===== config.mk =====
export PLATFORM = sky130hd
export DESIGN_NAME = isa_feature_regs
export DESIGN_NICKNAME = d
export VERILOG_FILES = /design/src/verilog/attr_two_value.v /design/src/verilog/attr_three_value.v /design/src/verilog/isa_feature_regs.v
export VERILOG_INCLUDE_DIRS = /design/src /design/src/common
export SDC_FILE = /design/constraint.sdc
export NUM_CORES = 1
export LEC_CHECK = 0
export ABC_CLOCK_PERIOD_IN_PS = 1300
export BUFFER_PORTS_ARGS = -buffer_cell sky130_fd_sc_hd__buf_2
export CORE_UTILIZATION = 29
export CTS_CLUSTER_DIAMETER = 120
export DETAILED_ROUTE_END_ITERATION = 8
export GPL_TIMING_DRIVEN = 0
export PLACE_DENSITY = 0.77
export SLEW_MARGIN = 0
export SYNTH_ARGS = -nofsm -noshare
export SYNTH_HDL_FRONTEND = slang
export SYNTH_SLANG_ARGS = --single-unit

===== constraint.sdc =====
create_clock -name clk -period 1.3 [get_ports clk]
set_input_delay 0.195 -clock clk [delete_from_list [all_inputs] [get_ports clk]]
set_output_delay 0.195 -clock clk [all_outputs]
set_load 0.01 [all_outputs]

===== src/common/isa_feature_defines.vh =====
// Purpose: Constants for the instruction-set feature identification registers
// Assumes: Coprocessor register selectors are 4 bits, opcodes 3 bits
// Notes: Definitions only
`ifndef ISA_FEATURE_DEFINES_VH
`define ISA_FEATURE_DEFINES_VH

// ********************************************
// Field positions (low bit of each nibble)
// ********************************************
`define FLD_BYTECODE_LSB 5'd28
`define FLD_INTERWORK_LSB 5'd24
`define FLD_IMMEDIATE_LSB 5'd20
`define FLD_COND_BLOCK_LSB 5'd16
`define FLD_EXTEND_LSB 5'd12
`define FLD_PROFILE_EXC_LSB 5'd8
`define FLD_EXCEPT_LSB 5'd4
`define FLD_ENDIAN_LSB 5'd0

// ********************************************
// Fixed field values
// ********************************************
`define VAL_BYTECODE 4'h1
`define VAL_INTERWORK 4'h3
`define VAL_IMMEDIATE 4'h1
`define VAL_COND_BLOCK 4'h1
`define VAL_EXTEND 4'h2
`define VAL_PROFILE_EXC 4'h1
`define VAL_EXCEPT 4'h1
`define VAL_ENDIAN 4'h1

// ********************************************
// Coprocessor access encodings
// ********************************************
`define SEL_OPC1 3'h0
`define SEL_CRN 4'h0
`define SEL_CRM 4'h2
`define SEL_OPC2_ATTR_TWO 3'h1
`define SEL_OPC2_ATTR_THREE 3'h2

// Unprivileged mode level
`define PRIV_USER 2'h0

`endif


===== src/verilog/attr_two_value.v =====
// Purpose: Builds the fixed word of the second attribute register
// Assumes: Nothing; pure constant logic
// Notes: Nibble placement is driven by the defines
`timescale 1ns/10ps
`include "isa_feature_defines.vh"
module attr_two_value (
    // Result
    output wire [31:0] value
);
    assign value = ({28'h0000000, `VAL_BYTECODE} << `FLD_BYTECODE_LSB)
                 | ({28'h0000000, `VAL_INTERWORK} << `FLD_INTERWORK_LSB)
                 | ({28'h0000000, `VAL_IMMEDIATE} << `FLD_IMMEDIATE_LSB)
                 | ({28'h0000000, `VAL_COND_BLOCK} << `FLD_COND_BLOCK_LSB)
                 | ({28'h0000000, `VAL_EXTEND} << `FLD_EXTEND_LSB)
                 | ({28'h0000000, `VAL_PROFILE_EXC} << `FLD_PROFILE_EXC_LSB)
                 | ({28'h0000000, `VAL_EXCEPT} << `FLD_EXCEPT_LSB)
                 | ({28'h0000000, `VAL_ENDIAN} << `FLD_ENDIAN_LSB);
endmodule


===== src/verilog/attr_three_value.v =====
// Purpose: Supplies the third attribute register word
// Assumes: Field layout is a build-time parameter
// Notes: Same word in both security states
`timescale 1ns/10ps
module attr_three_value #(
    parameter [31:0] RESET_VALUE = 32'h00000000
) (
    // Result
    output wire [31:0] value
);
    assign value = RESET_VALUE;
endmodule


===== src/verilog/isa_feature_regs.v =====
// Purpose: Read-only instruction-set feature identification registers
// Assumes: Requests arrive as one-cycle coprocessor access strobes on clk
// Notes: Answer one cycle after request; writes and faults leave contents intact
`timescale 1ns/10ps
`include "isa_feature_defines.vh"

// Behaviour
// - Bits 31:28 of second attribute register read 0x1.
// - Bits 27:24 read 3, interworking support.
// - Bits 23:20 read 1, long immediate support.
// - Bits 19:16 read 0x1, conditional block support.
// - Bits 15:12 read 0x2, extend instructions.
// - Bits 11:8 read 1, profile exception instructions.
// - Bits 7:4 read 1, exception return instructions.
// - Bits 3:0 read 0x1, endianness instruction support.
// - Read at privilege level one or above with opcode1 0, c0, c2, opcode2 1 returns that word.
// - Third register read-only, same in both security states.
// - Third register refused below privilege level one.
module isa_feature_regs #(
    parameter [31:0] ATTR_THREE_VALUE = 32'h00000000
) (
    // Clock and reset
    input wire clk,
    input wire srst,
    // Coprocessor access request
    input wire req_valid,
    input wire req_write,
    input wire [2:0] req_opc1,
    input wire [3:0] req_crn,
    input wire [3:0] req_crm,
    input wire [2:0] req_opc2,
    input wire [1:0] req_priv,
    input wire req_nonsecure,
    // Answer
    output reg rsp_valid,
    output reg rsp_fault,
    output reg rsp_hit,
    output reg [31:0] rsp_data
);

    // ********************************************
    // Decode
    // ********************************************
    function sel_match;
        input [2:0] opc1;
        input [3:0] crn;
        input [3:0] crm;
        input [2:0] opc2;
        input [2:0] want;
        begin
            sel_match = (opc1 == `SEL_OPC1) && (crn == `SEL_CRN) &&
                        (crm == `SEL_CRM) && (opc2 == want);
        end
    endfunction

    wire [31:0] two_word;
    wire [31:0] three_word;
    wire hit_two;
    wire hit_three;
    wire priv_ok;

    attr_two_value u_two (
        .value(two_word)
    );

    attr_three_value #(
        .RESET_VALUE(ATTR_THREE_VALUE)
    ) u_three (
        .value(three_word)
    );

    assign hit_two = sel_match(req_opc1, req_crn, req_crm, req_opc2, `SEL_OPC2_ATTR_TWO);
    assign hit_three = sel_match(req_opc1, req_crn, req_crm, req_opc2, `SEL_OPC2_ATTR_THREE);
    assign priv_ok = (req_priv != `PRIV_USER);

    // ********************************************
    // Answer
    // ********************************************
    // Security state deliberately unused: contents are common to both
    wire unused_ns;
    assign unused_ns = req_nonsecure;

    reg rsp_valid_d;
    reg rsp_fault_d;
    reg rsp_hit_d;
    reg [31:0] rsp_data_d;

    always @*
    begin
        rsp_valid_d = req_valid;
        rsp_hit_d = req_valid & (hit_two | hit_three);
        rsp_fault_d = 1'b0;
        rsp_data_d = 32'h00000000;
        if (req_valid && (hit_two || hit_three))
        begin
            // Writes or unprivileged access fault; no state to disturb
            if (req_write || !priv_ok)
            begin
                rsp_fault_d = 1'b1;
            end
            else if (hit_two)
            begin
                rsp_data_d = two_word;
            end
            else
            begin
                rsp_data_d = three_word;
            end
        end
    end

    always @(posedge clk)
    begin
        if (srst)
        begin
            rsp_valid <= 1'b0;
            rsp_fault <= 1'b0;
            rsp_hit <= 1'b0;
            rsp_data <= 32'h00000000;
        end
        else
        begin
            rsp_valid <= rsp_valid_d;
            rsp_fault <= rsp_fault_d;
            rsp_hit <= rsp_hit_d;
            rsp_data <= rsp_data_d;
        end
    end
endmodule


### Word-level counts from Yosys, hierarchy flattened

Cells that the tools add are included.

| word-level totals | value |
|---|---|
| bits in registers | 35 |
| latch bits | 0 |
| RAM bits | 0 |
| ROM bits | 0 |
| output and inout port bits | 35 |
| word-level logic and storage cells | 25 |
| memories kept | 0 |

| cells by class | value |
|---|---|
| add/sub/neg operators | 0 |
| multiply operators | 0 |
| divide/modulo/power cells | 0 |
| magnitude comparators | 0 |
| equal/unequal tests | 3 |
| shift-type cells | 0 |
| multiplexer cells | 2 |
| bitwise operators | 3 |
| reductions and logical operators | 13 |

Operators with widths:

| operator | number |
|---|---|
| 29-bit 2-to-1 mux | 1 |
| 1-bit logical AND | 5 |
| 4-bit by 2-bit == test with 1-bit output (second input constant) | 1 |
| 4-bit zero test | 1 |
| 3-bit by 1-bit == test with 1-bit output (second input constant) | 1 |
| 3-bit by 2-bit == test with 1-bit output (second input constant) | 1 |
| 3-bit zero test | 1 |
| 3-bit OR reduction | 1 |
| 1-bit logical OR | 2 |
| 2-bit nonzero test | 1 |
| 2-bit OR reduction | 1 |
| 1-bit AND | 1 |
| 1-bit zero test | 1 |
| 1-bit 2-to-1 mux | 1 |
| 1-bit inverter | 1 |
| 1-bit bitwise OR | 1 |

### Longest topological paths before layout

| logic depth | value |
|---|---|
| word-level depth | 8 |
| mapped depth | 3 |

### Modules after synthesis

A second synthesis with hierarchy kept.

| unflattened totals | value |
|---|---|
| cells, all modules | 225 |
| area, all modules | 1,891.8 um^2 |

Modules (own cells, without submodules):

| module | instances | cells an instance | area an instance (um^2) | sequential area each (um^2) |
|---|---|---|---|---|
| isa_feature_regs | 1 | 158 | 1,400.1 | 700.7 |
| attr_two_value | 1 | 34 | 247.7 | 0.0 |
| attr_three_value | 1 | 33 | 244.0 | 0.0 |

### Worst setup path after synthesis

OpenSTA, ideal clock, no wires.

| path | value |
|---|---|
| kind | input -> register |
| from | in req_write |
| to | reg rsp_data[25] |
| arrival | 904 ps |
| required time | 1,227 ps |
| setup slack | 323 ps |
| stages on the path | 3 |
| buffers on the path | 0 |
| cell sequence | o21bai_1 > or4b_1 > nor3_2 |

| on the way | value |
|---|---|
| word-level cells in the longest chain between the ends | 2 |

Ends and longest elaborated chain:

| what | line | text |
|---|---|---|
| from (decl) | isa_feature_regs.v:27 | `input wire req_write,` |
| 1-bit logical OR | isa_feature_regs.v:97 | `if (req_write \|\| !priv_ok)` |
| 3-bit OR reduction (no line) | - |  |
| to (signal assigned) | isa_feature_regs.v:126 | `rsp_data <= rsp_data_d;` |
| to (decl) | isa_feature_regs.v:38 | `output reg [31:0] rsp_data` |

Every way passes these cells.
A chain may end at the register's enable or synchronous reset.

==> results by group <==
Clock network
  – CTS tree: yes
  – Clock sinks: 4
  – CTS Hold Buffers Added: 0
  – Post-CTS setup buffer count: 0
  – Clock Tree Buf Depth: 2
  – TritonCTS Buffers: 3
  – H-tree depth reported by CTS: 1
  – Worst-path clk slew: 0.04 ns
  – Root Driver: clkbuf_4
  – Post-CTS resize count: 0

Floorplan
  – Initial core utilization: 31.06%
  – Die ar.: 0.001547 mm2
  – I/O pin count: 56
  – Die Span X: 39.33 um
  – Core area: 0.001301 mm2
  – Chip height: 39.33 um
  – # rows: 13

Logic synthesis
  – Compound-gate portion of the synthesized area: 1.858%
  – Synth Area in Adders: 0%
  – Sequential area share after synthesis: 19.81%
  – Simple-gate portion of the synthesized area: 17.65%
  – Post-Syn Area: 404.1 um2
  – Synth Instances: 50
  – Yosys top cell by area: buf_4
  – Post-synth top area share: 57.59%
  – Avg Cell Area, Syn: 8.083 um2
  – Mux share of post-synthesis cell area: 0%
  – Synth top area cells: buf_4 58%, dfxtp_1 20%, nor2_1 2.8%
  – Main combinational cell family by area after synthesis: buffers and inverters
  – Synth warnings: 0
  – Unique masters post-synth: 15
  – Post-Synth XOR/XNOR Area: 2.167%
  – Register bit count reported by yosys: 4

Drt
  – Routed wire length: 705 um
  – Vias: 395
  – Vias/cell: 3.264
  – DRC viols: 0
  – Initial DRC count: 0
  – Pre-antenna DRT Iters: 1
  – Remaining antenna violation count: 0
  – DR WL/cell: 5.826 um

Placed design
  – Detailed placement HPWL: 676.8 um
  – Buffers added on ports: 31
  – GP Congestion: 0.6893
  – Dpl cells: 118

STA
  – Setup tns final: 0 ns
  – Final hold vios: 0
  – Peak Freq: 0.8782 GHz
  – Tcrit/Tclk final: 87.59%
  – Final setup vio count: 0
  – Post-layout min period: 1.139 ns
  – Pins Over Slew Limit: 0
  – RSZ-0062 raised after global routing: no

Setup path
  – CP Class: reg2out
  – CP Launch Type: flop
  – CP endpoint kind: output pin
  – Crit Path Max Fanout: 9
  – Data required time of the critical path: 1.11 ns
  – CP arrival: 0.94 ns

Global routing
  – Initial antenna violation count: 0
  – Total track usage: 9.479%
  – First-pass GRT wire length: 938 um
  – Global-route congestion overflow total: 0
  – GR peak layer: met2
  – Pin count of the biggest net entering global routing: 10
  – GR Util met1: 7.192%
  – Vias in the first global route: 292
  – GR met3 Demand/Resource: 0%
  – Met2 usage: 18.33%

Pwr
  – Pwr dens: 580.5 mW/mm2
  – Peak VDD IR: 232.6 uV
  – Static leakage: 0.0004483 uW

Hold path
  – Hold WC Path Type: in2reg
  – Hold_sp: srst
  – Worst hold endpoint: rsp_valid$_SDFF_PP0_
  – Hold Path Depth: 2

Final layout
  – Layout cells sized above 1: 62.26%
  – Syn-to-layout area delta: 69.04%
  – # nets final: 129
  – # diodes: 0
  – Final Non-Filler Cells: 121

Outcome
  – Status: finished clean

Run
  – Max Cap Viol: 0
metal layers:
metal	wire (um)	up-vias
met3	102	0
met2	398	29
met1	204	148
li1	-	218
met4	0	0
met5	0	-
layout by cell type (no fill, tap or decap):
master	count
buf_2	31
dfxtp_1	4
buf_4	31
nand2_1	1
or4b_1	1
nand4_1	1
nor2_1	3
nor3b_1	1
nor3_2	1
o21bai_1	1
nor2b_1	1
nor4_1	1
nand3_1	1
conb_1	23
nor3_1	1
xor2_1	1
clkbuf_4	3
cell type report:
cell class	instances	area, um2
Buffer	31	232.7
Clock buffer	3	22.52
Fill cell	136	618.1
Multi-Input combinational cell	37	173.9
Sequential cell	4	80.08
Tap cell	15	18.77
Timing Repair Buffer	31	155.1
synthesized netlist by cell type:
library cell	number
buf_4	31
dfxtp_1	4
nor2_1	3
conb_1	1
nand2_1	1
nand3_1	1
nand4_1	1
nor2b_1	1
nor3_1	1
nor3_2	1
nor3b_1	1
nor4_1	1
o21bai_1	1
or4b_1	1
xor2_1	1
worst max-delay path, cell delays in order (launching register included):
cell and delay (ns):
dfxtp_1 0.45, buf_4 0.15, buf_2 0.11
registers in the layout, summed over array words and instances (netlist names):
register,count
rsp_data,1
rsp_hit,1
rsp_fault,1
rsp_valid,1
worst max-delay path by stage:
| stage | startpoint | end | slack [ns] |
|---|---|---|---|
| after floorplan | req_write | rsp_data[25]$_SDFF_PP0_ | 0.32 |
| after global placement | req_write | rsp_data[25]$_SDFF_PP0_ | 0.17 |
| after detailed placement | req_write | rsp_data[25]$_SDFF_PP0_ | 0.17 |
| after CTS | rsp_data[25]$_SDFF_PP0_ | rsp_data[28] | 0.14 |
| after global routing | rsp_data[25]$_SDFF_PP0_ | rsp_data[8] | 0.09 |
| final | rsp_data[25]$_SDFF_PP0_ | rsp_data[28] | 0.16 |
power by group:
part	internal (uW)	switching, uW	total (uW)
clock network	103	43.9	147
logic	71.1	53.3	124
registers	125	0.243	125
total	299	97.5	397
cells by family after synthesis:
logic type / after synthesis
compound gates: 1
xor+xnor: 1
simple gates: 12
flops: 4
buf+inv: 31
other cells: 1
per-stage QoR:
step                hold slack [ns]  worst slack [ns]  power [uW]  util, %  cell area, um2
detailed placement           0.3694            0.1716       249.2    50.77           660.6
global route                 0.1499           0.09483       424.4    52.50           683.2
floorplan                    0.2783            0.3231       218.1        -           486.7
global placement             0.3711            0.1723       248.7    50.77           660.6
CTS                          0.1286            0.1383       399.7    52.50           683.2
finish                       0.1340            0.1613       396.5    52.50           683.2
Power figures use the tool's default switching activity.
